===== config.mk =====
export PLATFORM = sky130hd
export DESIGN_NAME = aas_top
export DESIGN_NICKNAME = d
export VERILOG_FILES = /design/src/aas_pkg.sv /design/src/aas_sext.sv /design/src/aas_top.sv
export VERILOG_INCLUDE_DIRS = /design/src
export SDC_FILE = /design/constraint.sdc
export NUM_CORES = 1
export LEC_CHECK = 0
export BUFFER_PORTS_ARGS = -buffer_cell sky130_fd_sc_hd__clkbuf_2
export CORE_MARGIN = 4
export CORE_UTILIZATION = 50
export CTS_CLUSTER_SIZE = 8
export DETAILED_ROUTE_END_ITERATION = 16
export PLACE_DENSITY = 0.75
export SLEW_MARGIN = 30
export SYNTH_ARGS = -nofsm -noshare
export SYNTH_HDL_FRONTEND = slang
export SYNTH_SLANG_ARGS = --single-unit

===== constraint.sdc =====
create_clock -name I_CORE_CLK -period 3 [get_ports I_CORE_CLK]
set_input_delay 0 -clock I_CORE_CLK [delete_from_list [all_inputs] [get_ports I_CORE_CLK]]
set_output_delay 0 -clock I_CORE_CLK [all_outputs]
set_load 0.05 [all_outputs]

===== src/aas_cfg.svh =====
// Purpose: Constants for the 16-bit add, subtract and accumulate datapath
// Assumes: Included by bare name from the sign extension and top design files
// Notes: Definitions only
//
// What this block does
// - Mode select picks A+B, A-B, -A+B or A plus output register.
// - Undriven mode select reads high, giving plain A plus B.
// - Carry out of bit 15 chains into next unit's carry in.
// - Overflow flag goes high when the signed result leaves 16 bits.
// - Overflow flag is combinational from the adder, never registered.
// - Operand words of 10, 12, 14 or 16 bits get sign extended.
// - Width select 00=10, 01=12, 10=14, 11=16 bits (hi,lo order).
// - One width select serves both operands alike.
// - Undriven width select reads high, giving full 16-bit operands.
// - Low input pass control makes operand registers transparent.
// - Low result pass control makes the output register transparent.
// - Register contents are undefined after a transparent spell.
// - Each operand register has its own low-active load enable.
// - A high load enable holds that operand register unchanged.
// - Low bus drive control drives result lines, high floats them.
// - Low clear control zeroes the output register.
// - All registers use the rising edge of the one clock.

`ifndef AAS_CFG_SVH
`define AAS_CFG_SVH

`define AAS_W 16
`define AAS_MSB 15
`define AAS_CARRY_BIT 16
`define AAS_ZERO 16'h0000
`define AAS_SIGN_10 9
`define AAS_SIGN_12 11
`define AAS_SIGN_14 13
`define AAS_SIGN_16 15

`endif


===== src/aas_pkg.sv =====
// Purpose: Types for the add, subtract and accumulate datapath
// Assumes: Order of select bits is {hi, lo}
// Notes: All-ones codes are the pulled-up defaults

`default_nettype none

package aas_pkg;

	// Operation, index {op_sel_hi, op_sel_lo}
	typedef enum logic [1:0] {
		AAS_OP_ACC = 2'b00,
		AAS_OP_A_MINUS_B = 2'b01,
		AAS_OP_B_MINUS_A = 2'b10,
		AAS_OP_A_PLUS_B = 2'b11
	} aas_op_t;

	// Operand length, index {width_sel_hi, width_sel_lo}
	typedef enum logic [1:0] {
		AAS_WID_10 = 2'b00,
		AAS_WID_12 = 2'b01,
		AAS_WID_14 = 2'b10,
		AAS_WID_16 = 2'b11
	} aas_width_t;

endpackage : aas_pkg

`default_nettype wire


===== src/aas_sext.sv =====
// Purpose: Sign extension of one operand word
// Assumes: Purely combinational
// Notes: Instantiated once per operand

`include "aas_cfg.svh"

`default_nettype none

module aas_sext
	import aas_pkg::*;
(
	input wire logic [`AAS_MSB:0] i_word,
	input wire logic [1:0] i_width_sel,
	output logic [`AAS_MSB:0] o_word
);

	wire aas_width_t width_sel = aas_width_t'(i_width_sel);
	wire logic [`AAS_MSB:0] ext_10;
	wire logic [`AAS_MSB:0] ext_12;
	wire logic [`AAS_MSB:0] ext_14;

	// Copy the chosen sign bit into all higher positions
	assign ext_10 = {{(`AAS_MSB - `AAS_SIGN_10){i_word[`AAS_SIGN_10]}},
		i_word[`AAS_SIGN_10:0]};
	assign ext_12 = {{(`AAS_MSB - `AAS_SIGN_12){i_word[`AAS_SIGN_12]}},
		i_word[`AAS_SIGN_12:0]};
	assign ext_14 = {{(`AAS_MSB - `AAS_SIGN_14){i_word[`AAS_SIGN_14]}},
		i_word[`AAS_SIGN_14:0]};

	// All-ones code, the pulled-up default, passes the word unchanged
	assign o_word = (width_sel == AAS_WID_10) ? ext_10 :
		(width_sel == AAS_WID_12) ? ext_12 :
		(width_sel == AAS_WID_14) ? ext_14 : i_word;

endmodule : aas_sext

`default_nettype wire


===== src/aas_top.sv =====
// Purpose: 16-bit two's-complement add, subtract and accumulate datapath
// Assumes: Operands and controls come from logic on I_CORE_CLK
// Notes: Carry, overflow and transparent result are combinational

`include "aas_cfg.svh"

`default_nettype none

module aas_top
	import aas_pkg::*;
(
	input wire logic I_CORE_CLK,
	input wire logic I_RST,
	input wire logic I_CE,
	input wire logic [`AAS_MSB:0] I_FIRST_OPERAND,
	input wire logic [`AAS_MSB:0] I_SECOND_OPERAND,
	input wire logic I_CARRY_IN,
	input wire logic I_OP_SEL_LO,
	input wire logic I_OP_SEL_HI,
	input wire logic I_WIDTH_SEL_LO,
	input wire logic I_WIDTH_SEL_HI,
	input wire logic I_OPERAND_PASS_N,
	input wire logic I_RESULT_PASS_N,
	input wire logic I_LOAD_FIRST_N,
	input wire logic I_LOAD_SECOND_N,
	input wire logic I_RESULT_ZERO_N,
	input wire logic I_BUS_DRIVE_N,
	output logic [`AAS_MSB:0] O_RESULT_BUS,
	output logic O_RESULT_BUS_OE,
	output logic O_CARRY_OUT,
	output logic O_OVERFLOW_FLAG
);

	// ****************************************************************
	// Control decode
	// ****************************************************************

	wire aas_op_t op_sel;
	wire logic [1:0] width_sel;

	// Undriven pins read high, so all-ones means add and full width
	assign op_sel = aas_op_t'({I_OP_SEL_HI, I_OP_SEL_LO});
	assign width_sel = {I_WIDTH_SEL_HI, I_WIDTH_SEL_LO};

	wire logic op_is_acc;
	wire logic inv_first;
	wire logic inv_second;

	assign op_is_acc = (op_sel == AAS_OP_ACC);
	assign inv_first = (op_sel == AAS_OP_B_MINUS_A);
	assign inv_second = (op_sel == AAS_OP_A_MINUS_B);

	// ****************************************************************
	// Sign extension of both operands
	// ****************************************************************

	logic [`AAS_MSB:0] first_ext;
	logic [`AAS_MSB:0] second_ext;

	// Same width select feeds both
	aas_sext u_sext_first (
		.i_word(I_FIRST_OPERAND),
		.i_width_sel(width_sel),
		.o_word(first_ext)
	);

	aas_sext u_sext_second (
		.i_word(I_SECOND_OPERAND),
		.i_width_sel(width_sel),
		.o_word(second_ext)
	);

	// ****************************************************************
	// Operand registers
	// ****************************************************************

	logic [`AAS_MSB:0] first_reg;
	logic [`AAS_MSB:0] first_next;
	logic [`AAS_MSB:0] second_reg;
	logic [`AAS_MSB:0] second_next;

	// Hold while load enable is high, capture while low
	assign first_next = I_LOAD_FIRST_N ? first_reg : first_ext;
	assign second_next = I_LOAD_SECOND_N ? second_reg
		: second_ext;

	always_ff @(posedge I_CORE_CLK) begin
		if (I_RST) begin
			first_reg <= `AAS_ZERO;
			second_reg <= `AAS_ZERO;
		end else if (I_CE) begin
			first_reg <= first_next;
			second_reg <= second_next;
		end
	end

	// Transparent operands bypass the registers; the registers keep
	// loading meanwhile, so their contents carry no promise afterwards
	wire logic [`AAS_MSB:0] op_first;
	wire logic [`AAS_MSB:0] op_second;

	assign op_first = I_OPERAND_PASS_N ? first_reg : first_ext;
	assign op_second = I_OPERAND_PASS_N ? second_reg
		: second_ext;

	// ****************************************************************
	// Adder
	// ****************************************************************

	logic [`AAS_MSB:0] result_reg;
	logic [`AAS_MSB:0] result_next;

	wire logic [`AAS_MSB:0] add_x;
	wire logic [`AAS_MSB:0] add_y;
	wire logic [`AAS_CARRY_BIT:0] add_sum;

	// Subtract by inversion plus the external carry; no inner carry
	assign add_x = inv_first ? ~op_first : op_first;
	assign add_y = op_is_acc ? result_reg
		: (inv_second ? ~op_second : op_second);
	assign add_sum = {1'b0, add_x} + {1'b0, add_y}
		+ {{`AAS_CARRY_BIT{1'b0}}, I_CARRY_IN};

	// Ripple chain: bit 16 feeds the next unit's carry in
	assign O_CARRY_OUT = add_sum[`AAS_CARRY_BIT];

	// Both addends same sign, sum sign differs
	assign O_OVERFLOW_FLAG = (add_x[`AAS_MSB] == add_y[`AAS_MSB])
		&& (add_sum[`AAS_MSB] != add_x[`AAS_MSB]);

	// ****************************************************************
	// Output register and bus
	// ****************************************************************

	// Loads every edge with I_CE high, clear wins
	assign result_next = I_RESULT_ZERO_N ? add_sum[`AAS_MSB:0]
		: `AAS_ZERO;

	always_ff @(posedge I_CORE_CLK) begin
		if (I_RST) begin
			result_reg <= `AAS_ZERO;
		end else if (I_CE) begin
			result_reg <= result_next;
		end
	end

	// Accumulate keeps feeding back the register, avoiding a loop
	assign O_RESULT_BUS = I_RESULT_PASS_N ? result_reg
		: add_sum[`AAS_MSB:0];
	assign O_RESULT_BUS_OE = ~I_BUS_DRIVE_N;

	// ****************************************************************
	// Checks
	// ****************************************************************

	wire logic [`AAS_CARRY_BIT:0] chk_wide;

	assign chk_wide = {add_x[`AAS_MSB], add_x} + {add_y[`AAS_MSB], add_y}
		+ {{`AAS_CARRY_BIT{1'b0}}, I_CARRY_IN};

	AST_ADD: assert property (
		@(posedge I_CORE_CLK) disable iff (I_RST)
		(op_sel == AAS_OP_A_PLUS_B && !I_OPERAND_PASS_N)
		|-> {O_CARRY_OUT, add_sum[`AAS_MSB:0]} == {1'b0, first_ext}
			+ {1'b0, second_ext} + {{`AAS_CARRY_BIT{1'b0}}, I_CARRY_IN})
	else $error("add mode sum wrong");

	AST_REG_ADD: assert property (
		@(posedge I_CORE_CLK) disable iff (I_RST)
		(op_sel == AAS_OP_A_PLUS_B && I_OPERAND_PASS_N)
		|-> {O_CARRY_OUT, add_sum[`AAS_MSB:0]} == {1'b0, first_reg}
			+ {1'b0, second_reg} + {{`AAS_CARRY_BIT{1'b0}}, I_CARRY_IN})
	else $error("registered operands not used in add mode");

	AST_SUB: assert property (
		@(posedge I_CORE_CLK) disable iff (I_RST)
		(op_sel == AAS_OP_A_MINUS_B && I_CARRY_IN)
		|-> add_sum[`AAS_MSB:0] == op_first - op_second)
	else $error("subtract mode difference wrong");

	AST_BORROW: assert property (
		@(posedge I_CORE_CLK) disable iff (I_RST)
		(op_sel == AAS_OP_A_MINUS_B && I_CARRY_IN)
		|-> O_CARRY_OUT == (op_first >= op_second))
	else $error("carry out wrong in subtract mode");

	AST_NEG_A: assert property (
		@(posedge I_CORE_CLK) disable iff (I_RST)
		(op_sel == AAS_OP_B_MINUS_A && I_CARRY_IN)
		|-> add_sum[`AAS_MSB:0] == op_second - op_first)
	else $error("negate A mode difference wrong");

	AST_NEG_CARRY: assert property (
		@(posedge I_CORE_CLK) disable iff (I_RST)
		(op_sel == AAS_OP_B_MINUS_A && I_CARRY_IN)
		|-> O_CARRY_OUT == (op_second >= op_first))
	else $error("carry out wrong in negate A mode");

	AST_ACC: assert property (
		@(posedge I_CORE_CLK) disable iff (I_RST)
		(I_CE && I_RESULT_ZERO_N && op_is_acc && !I_CARRY_IN)
		|=> result_reg == $past(op_first) + $past(result_reg))
	else $error("accumulate did not add output register");

	AST_OVF: assert property (
		@(posedge I_CORE_CLK) disable iff (I_RST)
		O_OVERFLOW_FLAG == (chk_wide[`AAS_CARRY_BIT]
			!= chk_wide[`AAS_MSB]))
	else $error("overflow flag disagrees with signed sum");

	AST_SEXT10: assert property (
		@(posedge I_CORE_CLK) disable iff (I_RST)
		(width_sel == AAS_WID_10)
		|-> (first_ext[`AAS_MSB:`AAS_SIGN_10]
			== {(`AAS_MSB - `AAS_SIGN_10 + 1){I_FIRST_OPERAND[`AAS_SIGN_10]}})
			&& (second_ext[`AAS_MSB:`AAS_SIGN_10]
			== {(`AAS_MSB - `AAS_SIGN_10 + 1){I_SECOND_OPERAND[`AAS_SIGN_10]}})
			&& (second_ext[`AAS_SIGN_10:0]
			== I_SECOND_OPERAND[`AAS_SIGN_10:0]))
	else $error("ten bit sign extension wrong");

	AST_SEXT12: assert property (
		@(posedge I_CORE_CLK) disable iff (I_RST)
		(width_sel == AAS_WID_12)
		|-> (first_ext[`AAS_MSB:`AAS_SIGN_12]
			== {(`AAS_MSB - `AAS_SIGN_12 + 1){I_FIRST_OPERAND[`AAS_SIGN_12]}})
			&& (second_ext[`AAS_MSB:`AAS_SIGN_12]
			== {(`AAS_MSB - `AAS_SIGN_12 + 1){I_SECOND_OPERAND[`AAS_SIGN_12]}}))
	else $error("twelve bit sign extension wrong");

	AST_SEXT14: assert property (
		@(posedge I_CORE_CLK) disable iff (I_RST)
		(width_sel == AAS_WID_14)
		|-> (first_ext[`AAS_MSB:`AAS_SIGN_14]
			== {(`AAS_MSB - `AAS_SIGN_14 + 1){I_FIRST_OPERAND[`AAS_SIGN_14]}})
			&& (second_ext[`AAS_MSB:`AAS_SIGN_14]
			== {(`AAS_MSB - `AAS_SIGN_14 + 1){I_SECOND_OPERAND[`AAS_SIGN_14]}}))
	else $error("fourteen bit sign extension wrong");

	AST_SEXT16: assert property (
		@(posedge I_CORE_CLK) disable iff (I_RST)
		(width_sel == AAS_WID_16)
		|-> (first_ext == I_FIRST_OPERAND)
			&& (second_ext == I_SECOND_OPERAND))
	else $error("full width operands were altered");

	// ****************************************************************
	// Register and result bus checks
	// ****************************************************************

	AST_HOLD_FIRST: assert property (
		@(posedge I_CORE_CLK) disable iff (I_RST)
		(I_LOAD_FIRST_N [*2]) |-> $stable(first_reg))
	else $error("first operand register changed while disabled");

	AST_LOAD_SECOND: assert property (
		@(posedge I_CORE_CLK) disable iff (I_RST)
		(I_CE && !I_LOAD_SECOND_N) |=> second_reg == $past(second_ext))
	else $error("second operand register missed a load");

	AST_LOAD_FIRST: assert property (
		@(posedge I_CORE_CLK) disable iff (I_RST)
		(I_CE && !I_LOAD_FIRST_N) |=> first_reg == $past(first_ext))
	else $error("first operand register missed a load");

	AST_HOLD_SECOND: assert property (
		@(posedge I_CORE_CLK) disable iff (I_RST)
		(I_LOAD_SECOND_N [*2]) |-> $stable(second_reg))
	else $error("second operand register changed while disabled");

	AST_CLEAR: assert property (
		@(posedge I_CORE_CLK) disable iff (I_RST)
		(I_CE && !I_RESULT_ZERO_N) ##1 I_RESULT_PASS_N
		|-> O_RESULT_BUS == `AAS_ZERO)
	else $error("clear did not zero the output register");

	AST_CLEAR_WINS: assert property (
		@(posedge I_CORE_CLK) disable iff (I_RST)
		(I_CE && !I_RESULT_ZERO_N) |=> result_reg == `AAS_ZERO)
	else $error("clear did not win over the sum");

	AST_OUT_LOAD: assert property (
		@(posedge I_CORE_CLK) disable iff (I_RST)
		(I_CE && I_RESULT_ZERO_N) |=> result_reg == $past(add_sum[`AAS_MSB:0]))
	else $error("output register did not load the sum");

	AST_PASS: assert property (
		@(posedge I_CORE_CLK) disable iff (I_RST)
		!I_RESULT_PASS_N |-> O_RESULT_BUS == add_sum[`AAS_MSB:0])
	else $error("transparent output does not show the sum");

	AST_DRIVE: assert property (
		@(posedge I_CORE_CLK) disable iff (I_RST)
		O_RESULT_BUS_OE == !I_BUS_DRIVE_N)
	else $error("result bus enable wrong");

	AST_FREEZE: assert property (
		@(posedge I_CORE_CLK) disable iff (I_RST)
		!I_CE |=> $stable(result_reg) && $stable(first_reg)
			&& $stable(second_reg))
	else $error("state changed with clock enable low");

	AST_RESET: assert property (
		@(posedge I_CORE_CLK)
		I_RST |=> (result_reg == `AAS_ZERO) && (first_reg == `AAS_ZERO)
			&& (second_reg == `AAS_ZERO))
	else $error("reset did not clear the registers");

endmodule : aas_top

`default_nettype wire


==> results.txt, run 1 <==
Final Skew - 7.21 ps
Initial Utilization - 0.529
Mapped Area - 0.00367 sq mm
DR vias - 3818
Min Hold Slack - 10.2 ps
Htree depth - 2
Synth cell types - 46
Met1 usage - 0.277
Overall Global Routing Usage - 0.238
Clock root cell - clkbuf_8
Clk pin slew, worst setup/hold paths - 100 ps
Number of top-level pins - 65
# fillers - 560
Commonest non-fill, non-tap cells in the layout - nand2_1, a21oi_1, clkbuf_2, dfxtp_1, mux2i_1
Simple-gate portion of the synthesized area - 0.200
Synth Net Count - 553
Kind of critical path - reg -> out
Post-Synth Adder-Cell Area - 0.0620
RSZ-0062 raised after global routing - yes
Largest net degree at the start of global routing - 42
Clk pwr share - 0.173
Area delta synth->final - 29.2%
Gr ovfl total - 0
# diodes - 0
Synth Area in XOR/XNOR - 0.0620
Dpl hpwl - 7460 um
Outcome - finished, violations left
Net Sw Frac - 0.437
Total CTS buffers - 5
Drc violations - 0
Setup TNS - -89.4 ps
Most used DFF post-synth - dfxtp_1
Tmin final - 3070 ps
Hold path startpoint - I_RESULT_ZERO_N
GR Util met2 - 0.437
Synth Area in Compound Gates - 0.224
Combinational Power Share - 0.545
WL/cell - 15.5 um
Initial antenna violation count - 0
CTS tree - built
Min-Delay Path Depth - 3
Hold path endpoint - result_reg[2]
Yosys top cell area share - 0.262
Syn. warnings - 0
DR pass1 iterations - 5
Max Cap Viol - 0
PortBufs - 64
Async set-reset flop share out of synthesis - 0
Vias/cell - 5.73
Met3 Use GR - 0.0369
P per Cell Area - 532 mW/mm^2
EDFF count, synth - 0
Max Freq - 326 MHz
Placed Instances - 632
Syn avg cell area - 7.49 sq um
Setup crit start - result_reg[0]
Total die area - 0.00878 sq mm
Number of global-route vias before repair - 3780
Pre-CTS setup slack - 30.2 ps
Final WS setup - -70.5 ps
CP required - 3000 ps
Area contributors post-synth - dfxtp_1, nand2_1, mux2i_1, a21oi_1, ha_1
Hold Path Class - in -> reg
R2R cell count - 11
Count of state elements after synthesis - 48
Worst Setup End Kind - output port
GRT Max-Usage Layer - met2
FF-to-FF Start - result_reg[0]
First-pass GRT wire length - 16900 um
Yosys top cell by area - dfxtp_1
Worst Tran Pin Value - 695 ps
Syn Inst Count - 490
Clock Sinks - 48
WL final - 10300 um
Commonest non-fill, non-tap cell in the layout - nand2_1
Antenna-violating nets left - 0
Largest family of logic cells by synthesized area - compound AO/OA/AOI/OAI gates
Setup violators final - 2
R2r setup slk - 310 ps
Nets - 632
LEAKAGE - 1.99 nW
Fin. Hold Viols - 0
DR iter-0 viols - 187
Mux contribution to synthesized area - 0.140
Final Instance Count excl. Fillers - 666
Chip height - 93.7 um
Core box area - 0.00694 sq mm
Pins Over Slew Limit - 0
Peak supply drop - 0.275 mV
Failing checks - setup timing
Sequential share of power - 0.282
Net Sw Power - 1.10 mW
Critical Path AT - 3070 ps
Die X - 93.7 um
Internal power - 1.42 mW
Share of cells above drive strength 1 - 0.239
CP max FO - 4
FF-to-FF End - result_reg[8]
Placer congestion estimate - 0.951
Setup crit start kind - flip-flop
Worst-skew pair later-pin latency - 310 ps
Post-synthesis sequential area ratio - 0.262
Worst slew margin - 0.537
Worst-case clock buffer depth - 2
Row count - 30
Tcrit/Tclk final - 1.02
## worst max path at each step
stage	end	slack, ps	cells after the start
final	O_RESULT_BUS[8]	-70	12
after global routing	O_RESULT_BUS[8]	-210	12
after CTS	O_RESULT_BUS[8]	-80	12
after detailed placement	O_RESULT_BUS[14]	30	12
after global placement	O_RESULT_BUS[10]	90	12
after floorplan	O_CARRY_OUT	-250	12
## critical path: stages, from the launching register on
cell	delay, ps
dfxtp_2	340
nor2b_4	120
a211oi_2	220
a21oi_2	70
fa_2	410
fa_2	400
a21oi_4	170
o21ai_4	90
a211o_1	260
a311o_1	360
nand2_2	80
o21ai_2	60
buf_8	170
## timing repair
action                                  4_1_cts  5_1_grt
hold buffers                                 20        0
buffers inserted                              2        4
hold endpoints to repair                     20        0
resized for setup                            18       44
pin swaps                                     3       17
endpoints found under the setup margin        9       12
## through the flow
step / utilization / power (mW) / cell area [sq um]
after floorplan: - / 1.58 / 3690
after global placement: 0.602 / 1.90 / 4180
after detailed placement: 0.602 / 1.92 / 4180
after CTS: 0.657 / 2.42 / 4560
after global routing: 0.683 / 2.66 / 4740
final: 0.683 / 2.52 / 4740
## synth_stat cells (all sizes together), types with 2 or more instances
cell     instances
o211ai           2
nor2            15
mux2             4
a21o             2
a211o            3
fa               2
a21oi           68
o22ai            3
mux4             2
ha              15
nor2b           17
a2111o           2
a311o            2
xnor2           21
o21ai           27
inv             11
or2              2
dfxtp           48
nand2b           2
mux2i           42
nand2          113
nand4            4
o31ai            4
o2bb2ai          2
nor3             5
o21a             3
buf             11
nand3            7
a211oi          15
or4              2
clkbuf          21
xor2             5
## power groups by stage
stage	clock network, mW	logic [mW]	registers (mW)
floorplan	0	0.867	0.714
detailed placement	0	1.20	0.726
global placement	0	1.17	0.723
CTS	0.437	1.27	0.711
finish	0.436	1.38	0.712
global route	0.466	1.48	0.717
## per-layer routing
layer | up-vias | part of all wire
met2 | 145 | 0.50
met1 | 1766 | 0.41
met3 | 39 | 0.053
met5 | - | 0
li1 | 1868 | -
met4 | 0 | 0.036
## final cells by class
type / count / area [sq um] / share of cell area
repair buffers: 104 / 793 / 0.167
well taps: 96 / 120 / 0.0253
clock inverters: 2 / 13.8 / 0.00290
multi-input cells: 398 / 2730 / 0.575
clock buffers: 6 / 82.6 / 0.0174
flip-flops and latches: 48 / 963 / 0.203
inverters: 12 / 45.0 / 0.00950
## cells by family (layout without fill, tap and decap cells)
logic type / count (synthesis) / after routing
simple gates: 169 / 169
compound gates: 138 / 138
mux: 48 / 48
flops: 48 / 48
buf+inv: 44 / 124
xor+xnor: 26 / 26
fa+ha+maj: 17 / 17
No activity file was read; power rests on OpenSTA's default activity.
==> run 2, diff against run 1 <==
--- a/config.mk
+++ b/config.mk
@@ -6,7 +6,9 @@
 export SDC_FILE = /design/constraint.sdc
 export NUM_CORES = 1
 export LEC_CHECK = 0
+export ABC_AREA = 1
 export BUFFER_PORTS_ARGS = -buffer_cell sky130_fd_sc_hd__clkbuf_2
+export CORE_ASPECT_RATIO = 1.1
 export CORE_MARGIN = 4
 export CORE_UTILIZATION = 50
 export CTS_CLUSTER_SIZE = 8
==> results.txt, run 2 <==
Worst-skew pair later-pin latency - 310 ps (about the same)
Max Cap Viol - 0 (unchanged)
Row count - 33 (+10%)
Gr ovfl total - 0 (unchanged)
First-pass GRT wire length - 18400 um (+8.6%)
WL/cell - 14.1 um (-9.3%)
Critical Path AT - 2840 ps (-230 ps)
Tcrit/Tclk final - 0.946 (-0.0778)
Core box area - 0.00739 sq mm (+6.4%)
Most instantiated cells after synthesis - nand2_1, nor2_1, inv_1
# diodes - 0 (unchanged)
Cell family with the largest share of critical-path delay - adder cells
Overall Global Routing Usage - 0.250 (+0.0126)
Met3 Use GR - 0.0363 (-0.000550)
Number of global-route vias before repair - 3847 (+1.8%)
Number of top-level pins - 65 (unchanged)
Synth Net Count - 693 (+25%)
Share of cells above drive strength 1 - 0.157 (-0.0811)
Worst Setup End Kind - output port
Clock Sinks - 48 (unchanged)
Outcome - finished clean
Fin. Hold Viols - 0 (unchanged)
Nets - 767 (+21%)
Most used DFF post-synth - dfxtp_1
FF-to-FF End - result_reg[14]
RSZ-0062 raised after global routing - yes
Pins Over Slew Limit - 0 (unchanged)
Clock root cell - clkbuf_8
Count of state elements after synthesis - 48 (unchanged)
R2R cell count - 11 (unchanged)
Largest net degree at the start of global routing - 38 (-9.5%)
Post-synthesis sequential area ratio - 0.254 (-0.00762)
Crit path capture - O_RESULT_BUS[8]
Stages on the worst setup path - 14 (+2)
Pre-CTS setup slack - 417 ps (+387 ps)
Buf/Inv on CP - 3 (+2)
Setup crit start - I_FIRST_OPERAND[0]
Antenna-violating nets left - 0 (unchanged)
LEAKAGE - 2.43 nW (+22%)
Internal power - 1.32 mW (-7.4%)
DR iter-0 viols - 272 (+45%)
Area contributors post-synth - dfxtp_1, nand2_1, nor2_1, inv_1, a21oi_1
Yosys top cell by area - dfxtp_1
WL final - 11200 um (+7.9%)
Placer congestion estimate - 1.16 (+22%)
P per Cell Area - 531 mW/mm^2 (-0.30%)
CTS tree - built
R2r setup slk - 580 ps (+270 ps)
Slowest stage delay, CP - 540 ps (+130 ps)
Syn Inst Count - 630 (+29%)
Commonest non-fill, non-tap cell in the layout - nand2_1
Net Sw Frac - 0.460 (+0.0227)
Min-Delay Path Depth - 3 (unchanged)
Final WS setup - 163 ps (+233 ps)
Slowest CP cell - dlygate4sd3_1
Dpl hpwl - 8540 um (+14%)
CP Cell Sequence - dlygate4sd3_1 > clkbuf_2 > nand2_1 > nand2_1 > xor2_1 > fa_1 > fa_1 > nand3_1 > nand3_1 > a21oi_1 > xnor2_1 > nand2_1 > nand2_1 > buf_12
Max Freq - 352 MHz (+8.2%)
Cell with the most instances after synthesis - nand2_1
Total CTS buffers - 5 (unchanged)
Async set-reset flop share out of synthesis - 0 (unchanged)
CP max FO - 3 (-1)
Met1 usage - 0.335 (+0.0582)
Commonest non-fill, non-tap cells in the layout - nand2_1, nor2_1, inv_1, clkbuf_2, dfxtp_1
FF-to-FF Start - second_reg[0]
Combinational Power Share - 0.526 (-0.019)
Setup crit start kind - input port
CP required - 3000 ps (about the same)
Setup violators final - 0 (-2)
Drc violations - 0 (unchanged)
Final Skew - 6.02 ps (-1.19 ps)
Mapped Area - 0.00378 sq mm (+3.0%)
Worst Tran Pin Value - 792 ps (+97.4 ps)
Clk pin slew, worst setup/hold paths - 90 ps (about the same)
Yosys top cell area share - 0.254 (-0.00762)
Total die area - 0.00902 sq mm (+2.8%)
Sequential share of power - 0.298 (+0.016)
Worst-case clock buffer depth - 2 (unchanged)
Synth cell types - 33 (-28%)
Peak supply drop - 0.265 mV (-3.7%)
Worst slew margin - 0.471 (-0.0655)
Net Sw Power - 1.12 mW (+1.5%)
EDFF count, synth - 0 (unchanged)
Hold Path Class - in -> reg
GRT Max-Usage Layer - met2
Min Hold Slack - 11.4 ps (+1.28 ps)
Syn. warnings - 0 (unchanged)
DR vias - 4151 (+8.7%)
Kind of critical path - in -> out
Vias/cell - 5.24 (-8.6%)
Initial Utilization - 0.512 (-0.0171)
Clk pwr share - 0.175 (+0.002)
Die X - 90.9 um (-3.0%)
Area delta synth->final - 21.4%
PortBufs - 64 (unchanged)
Most frequent CP cell - nand2_1
Chip height - 99.2 um (+5.9%)
DR pass1 iterations - 5 (unchanged)
GR Util met2 - 0.406 (-0.0309)
Tmin final - 2840 ps (-233 ps)
Initial antenna violation count - 0 (unchanged)
Htree depth - 2 (unchanged)
Syn avg cell area - 6.00 sq um (-20%)
[run 2: cell count changes after synthesis, sizes merged, moves of 22 or more]
cell	delta
mux2i	-32
nand3	+31
inv	+56
o21ai	+22
a21oi	-28
nand2	+87
nor2	+71
[run 2: kinds of logic after synthesis]
logic type / Yosys count / synth area share
adders and majority gates: 17 / 0.0602
AOI/OAI and AO/OA: 105 / 0.151
and+or+nand+nor: 337 / 0.364
muxes: 10 / 0.0265
xor gates and xnor gates: 21 / 0.0486
DFF: 48 / 0.254
buffers and inverters: 92 / 0.0950
[run 2: worst min-delay path by stage]
stage	from	endpoint	slack [ps]
after floorplan	I_FIRST_OPERAND[0]	first_reg[0]	130
after global placement	I_FIRST_OPERAND[1]	first_reg[1]	240
after detailed placement	I_FIRST_OPERAND[1]	first_reg[1]	250
after CTS	I_FIRST_OPERAND[12]	first_reg[12]	4
after global routing	I_FIRST_OPERAND[12]	first_reg[12]	40
final	I_FIRST_OPERAND[12]	first_reg[12]	10
[run 2: worst reg2reg max path: stages (launching register included)]
cell      delay (ps)
dfxtp_1          330
mux2i_2          200
a211oi_1         120
fa_1             450
fa_1             460
nand4_1          120
nand2_1          110
nand2_1          120
nand2_1          120
nand2_1          100
nand3_1           70
a21oi_1          150
[run 2: area by class of cell]
cell class                      count  area, sq um
Clock inverter                      1         7.51
Multi-Input combinational cell    490         2500
Inverter                           67          251
Sequential cell                    48          961
Timing Repair Buffer               92          678
Clock buffer                        7         86.3
Fill cell                         716         2800
Tap cell                           87          109
[run 2: what timing repair did]
item                                   CTS  global route
endpoints found under the hold margin   21             0
resized for setup                        0            20
setup buffers                            0             1
setup endpoints to repair                0             8
hold buffers                            21             0
[run 2: stage by stage]
step	setup TNS (ps)	area (sq um)	std cells	utilization	total power, mW
6_report	0	4590	792	0.621	2.44
2_1_floorplan	0	3780	630	-	1.61
3_3_place_gp	0	4240	762	0.573	1.95
3_5_place_dp	0	4240	762	0.573	1.96
5_1_grt	-13.6	4590	792	0.621	2.61
4_1_cts	0	4540	791	0.614	2.41
[run 2: metal layers]
| metal | vias to the layer above | part of all wire | wire [um] |
|---|---|---|---|
| met1 | 1824 | 0.44 | 4920 |
| li1 | 2154 | - | - |
| met5 | - | 0 | 0 |
| met3 | 28 | 0.063 | 700 |
| met4 | 0 | 0.036 | 396 |
| met2 | 145 | 0.46 | 5130 |
[run 2: power groups by stage]
stage	logic (mW)	registers (mW)	clock network, mW
finish	1.28	0.727	0.427
global route	1.41	0.731	0.468
CTS	1.25	0.725	0.438
detailed placement	1.22	0.739	0
global placement	1.21	0.738	0
floorplan	0.884	0.724	0
==> run 3, diff against run 2 <==
--- a/config.mk
+++ b/config.mk
@@ -6,7 +6,6 @@
 export SDC_FILE = /design/constraint.sdc
 export NUM_CORES = 1
 export LEC_CHECK = 0
-export ABC_AREA = 1
 export BUFFER_PORTS_ARGS = -buffer_cell sky130_fd_sc_hd__clkbuf_2
 export CORE_ASPECT_RATIO = 1.1
 export CORE_MARGIN = 4
==> results.txt, run 3 (synthesis results as in run 1) <==
Drc violations - 0 (unchanged)
Worst Setup End Kind - output port
DR vias - 3833 (-7.7%)
Kind of critical path - reg -> out
Area delta synth->final - 27.1%
DR iter-0 viols - 318 (+17%)
Cell family with the largest share of critical-path delay - compound AO/OA/AOI/OAI gates
Clock Sinks - 48 (unchanged)
Pre-CTS setup slack - 43.2 ps (-374 ps)
Core box area - 0.00709 sq mm (-4.1%)
CP max FO - 4 (+1)
Number of top-level pins - 65 (unchanged)
LEAKAGE - 2.00 nW (-18%)
WL final - 10800 um (-3.1%)
Row count - 32 (-3.0%)
Setup violators final - 9 (+9)
Tmin final - 3190 ps (+353 ps)
Vias/cell - 5.83 (+11%)
Core Util, Final - 0.658 (+0.0372)
Htree depth - 2 (unchanged)
R2r setup slk - 190 ps (-390 ps)
CTS tree - built
Die X - 89.7 um (-1.3%)
Failing checks - setup timing
Outcome - finished, violations left
Final WS setup - -190 ps (-353 ps)
Fin. Hold Viols - 0 (unchanged)
Slowest stage delay, CP - 420 ps (-120 ps)
Antenna-violating nets left - 0 (unchanged)
WL/cell - 16.4 um (+17%)
P per Cell Area - 534 mW/mm^2 (+0.67%)
PortBufs - 64 (unchanged)
# diodes - 0 (unchanged)
Tcrit/Tclk final - 1.06 (+0.118)
Buf/Inv on CP - 1 (-2)
Hold Path Class - in -> reg
Number of global-route vias before repair - 3608 (-6.2%)
RSZ-0062 raised after global routing - yes
DR pass1 iterations - 5 (unchanged)
Chip height - 97.9 um (-1.3%)
Initial Utilization - 0.518 (+0.00641)
Pins Over Slew Limit - 0 (unchanged)
Initial antenna violation count - 0 (unchanged)
Overall Global Routing Usage - 0.245 (-0.00495)
Slowest CP cell - fa_2
Placer congestion estimate - 0.938 (-19%)
Total CTS buffers - 5 (unchanged)
Clk pin slew, worst setup/hold paths - 100 ps (about the same)
CP Cell Sequence - nor2b_4 > a211oi_2 > a21oi_2 > fa_2 > fa_2 > a21oi_4 > o21ai_4 > a211o_1 > a311o_1 > nand2_2 > o21ai_2 > buf_8
CP required - 3000 ps (about the same)
Min Hold Slack - 18.0 ps (+6.58 ps)
Critical Path AT - 3190 ps (+350 ps)
Dpl hpwl - 7680 um (-10%)
Max Cap Viol - 0 (unchanged)
Worst Tran Pin Value - 672 ps (-120 ps)
Largest net degree at the start of global routing - 42 (+11%)
Clock root cell - clkbuf_8
Commonest non-fill, non-tap cells in the layout - nand2_1, a21oi_1, clkbuf_2, dfxtp_1, mux2i_1
Final Skew - 6.09 ps (+0.0614 ps)
Worst-skew pair later-pin latency - 320 ps (about the same)
Worst slew margin - 0.552 (+0.0808)
Commonest non-fill, non-tap cell in the layout - nand2_1
Share of cells above drive strength 1 - 0.229 (+0.0716)
Gr ovfl total - 0 (unchanged)
Worst-case clock buffer depth - 2 (unchanged)
Max Freq - 314 MHz (-11%)
Nets - 634 (-17%)
Total die area - 0.00878 sq mm (-2.7%)
Peak supply drop - 0.211 mV (-20%)
First-pass GRT wire length - 17900 um (-2.8%)
Most frequent CP cell - fa_2
Setup crit start kind - flip-flop
Setup TNS - -907 ps (-907 ps)
-- run 3: cell count changes in the layout (fill, tap and decap cells not counted), moves of 8 or more --
cell,change
inv_1,-48
xor2_1,-15
o21ai_0,-19
nand2_1,-82
nor2b_1,+16
mux2i_1,+32
xnor2_1,+18
buf_4,+14
nor2_1,-70
inv_2,-8
nand3_1,-31
a21oi_1,+23
-- run 3: where the power goes --
group          switching, mW  internal, mW
Clock                  0.259         0.171
Combinational          0.814         0.538
Sequential            0.0302         0.681
-- run 3: final timing paths --
kind,startpoint,end,cells after the start
worst max-delay path,result_reg[0],O_RESULT_BUS[8],12
worst min-delay path,I_SECOND_OPERAND[12],second_reg[12],5
worst max register to register,result_reg[0],result_reg[8],11
worst min register to register,second_reg[6],second_reg[6],2
-- run 3: repair_timing --
item	4_1_cts	5_1_grt
pin swaps	0	20
hold buffers	20	0
hold endpoints to repair	20	0
setup endpoints to repair	9	11
setup buffers	2	5
resized for setup	15	31
-- run 3: metrics by stage --
step | cell area [sq um] | instances | total power [mW]
floorplan | 3690 | 490 | 1.58
global placement | 4170 | 622 | 1.90
detailed placement | 4170 | 622 | 1.92
CTS | 4540 | 652 | 2.40
global route | 4670 | 657 | 2.63
finish | 4670 | 657 | 2.49
-- run 3: worst register-to-register path, cell delays in order (launching register included) --
cell and delay, ps:
dfxtp_2 340, nor2b_4 120, a211oi_2 220, a21oi_2 60, fa_2 430, fa_2 410, a21oi_4 200, o21ai_4 90
a211o_1 290, a311o_1 380, nand2_2 90, o21ai_1 70
-- run 3: layer usage --
metal | up-vias | part of all wire | GRT usage
li1 | 1878 | - | -
met1 | 1775 | 0.43 | 0.319
met2 | 152 | 0.48 | 0.415
met3 | 28 | 0.066 | 0.0455
met4 | 0 | 0.024 | 0.0743
met5 | - | 0 | 0
-- run 3: layout make-up --
class,instances,area (sq um)
clock buffers,5,68.8
clock inverters,3,25.0
fillers,610,2420
inverters,12,45.0
multi-input cells,398,2650
flip-flops and latches,48,963
well taps,85,106
repair buffers,106,805
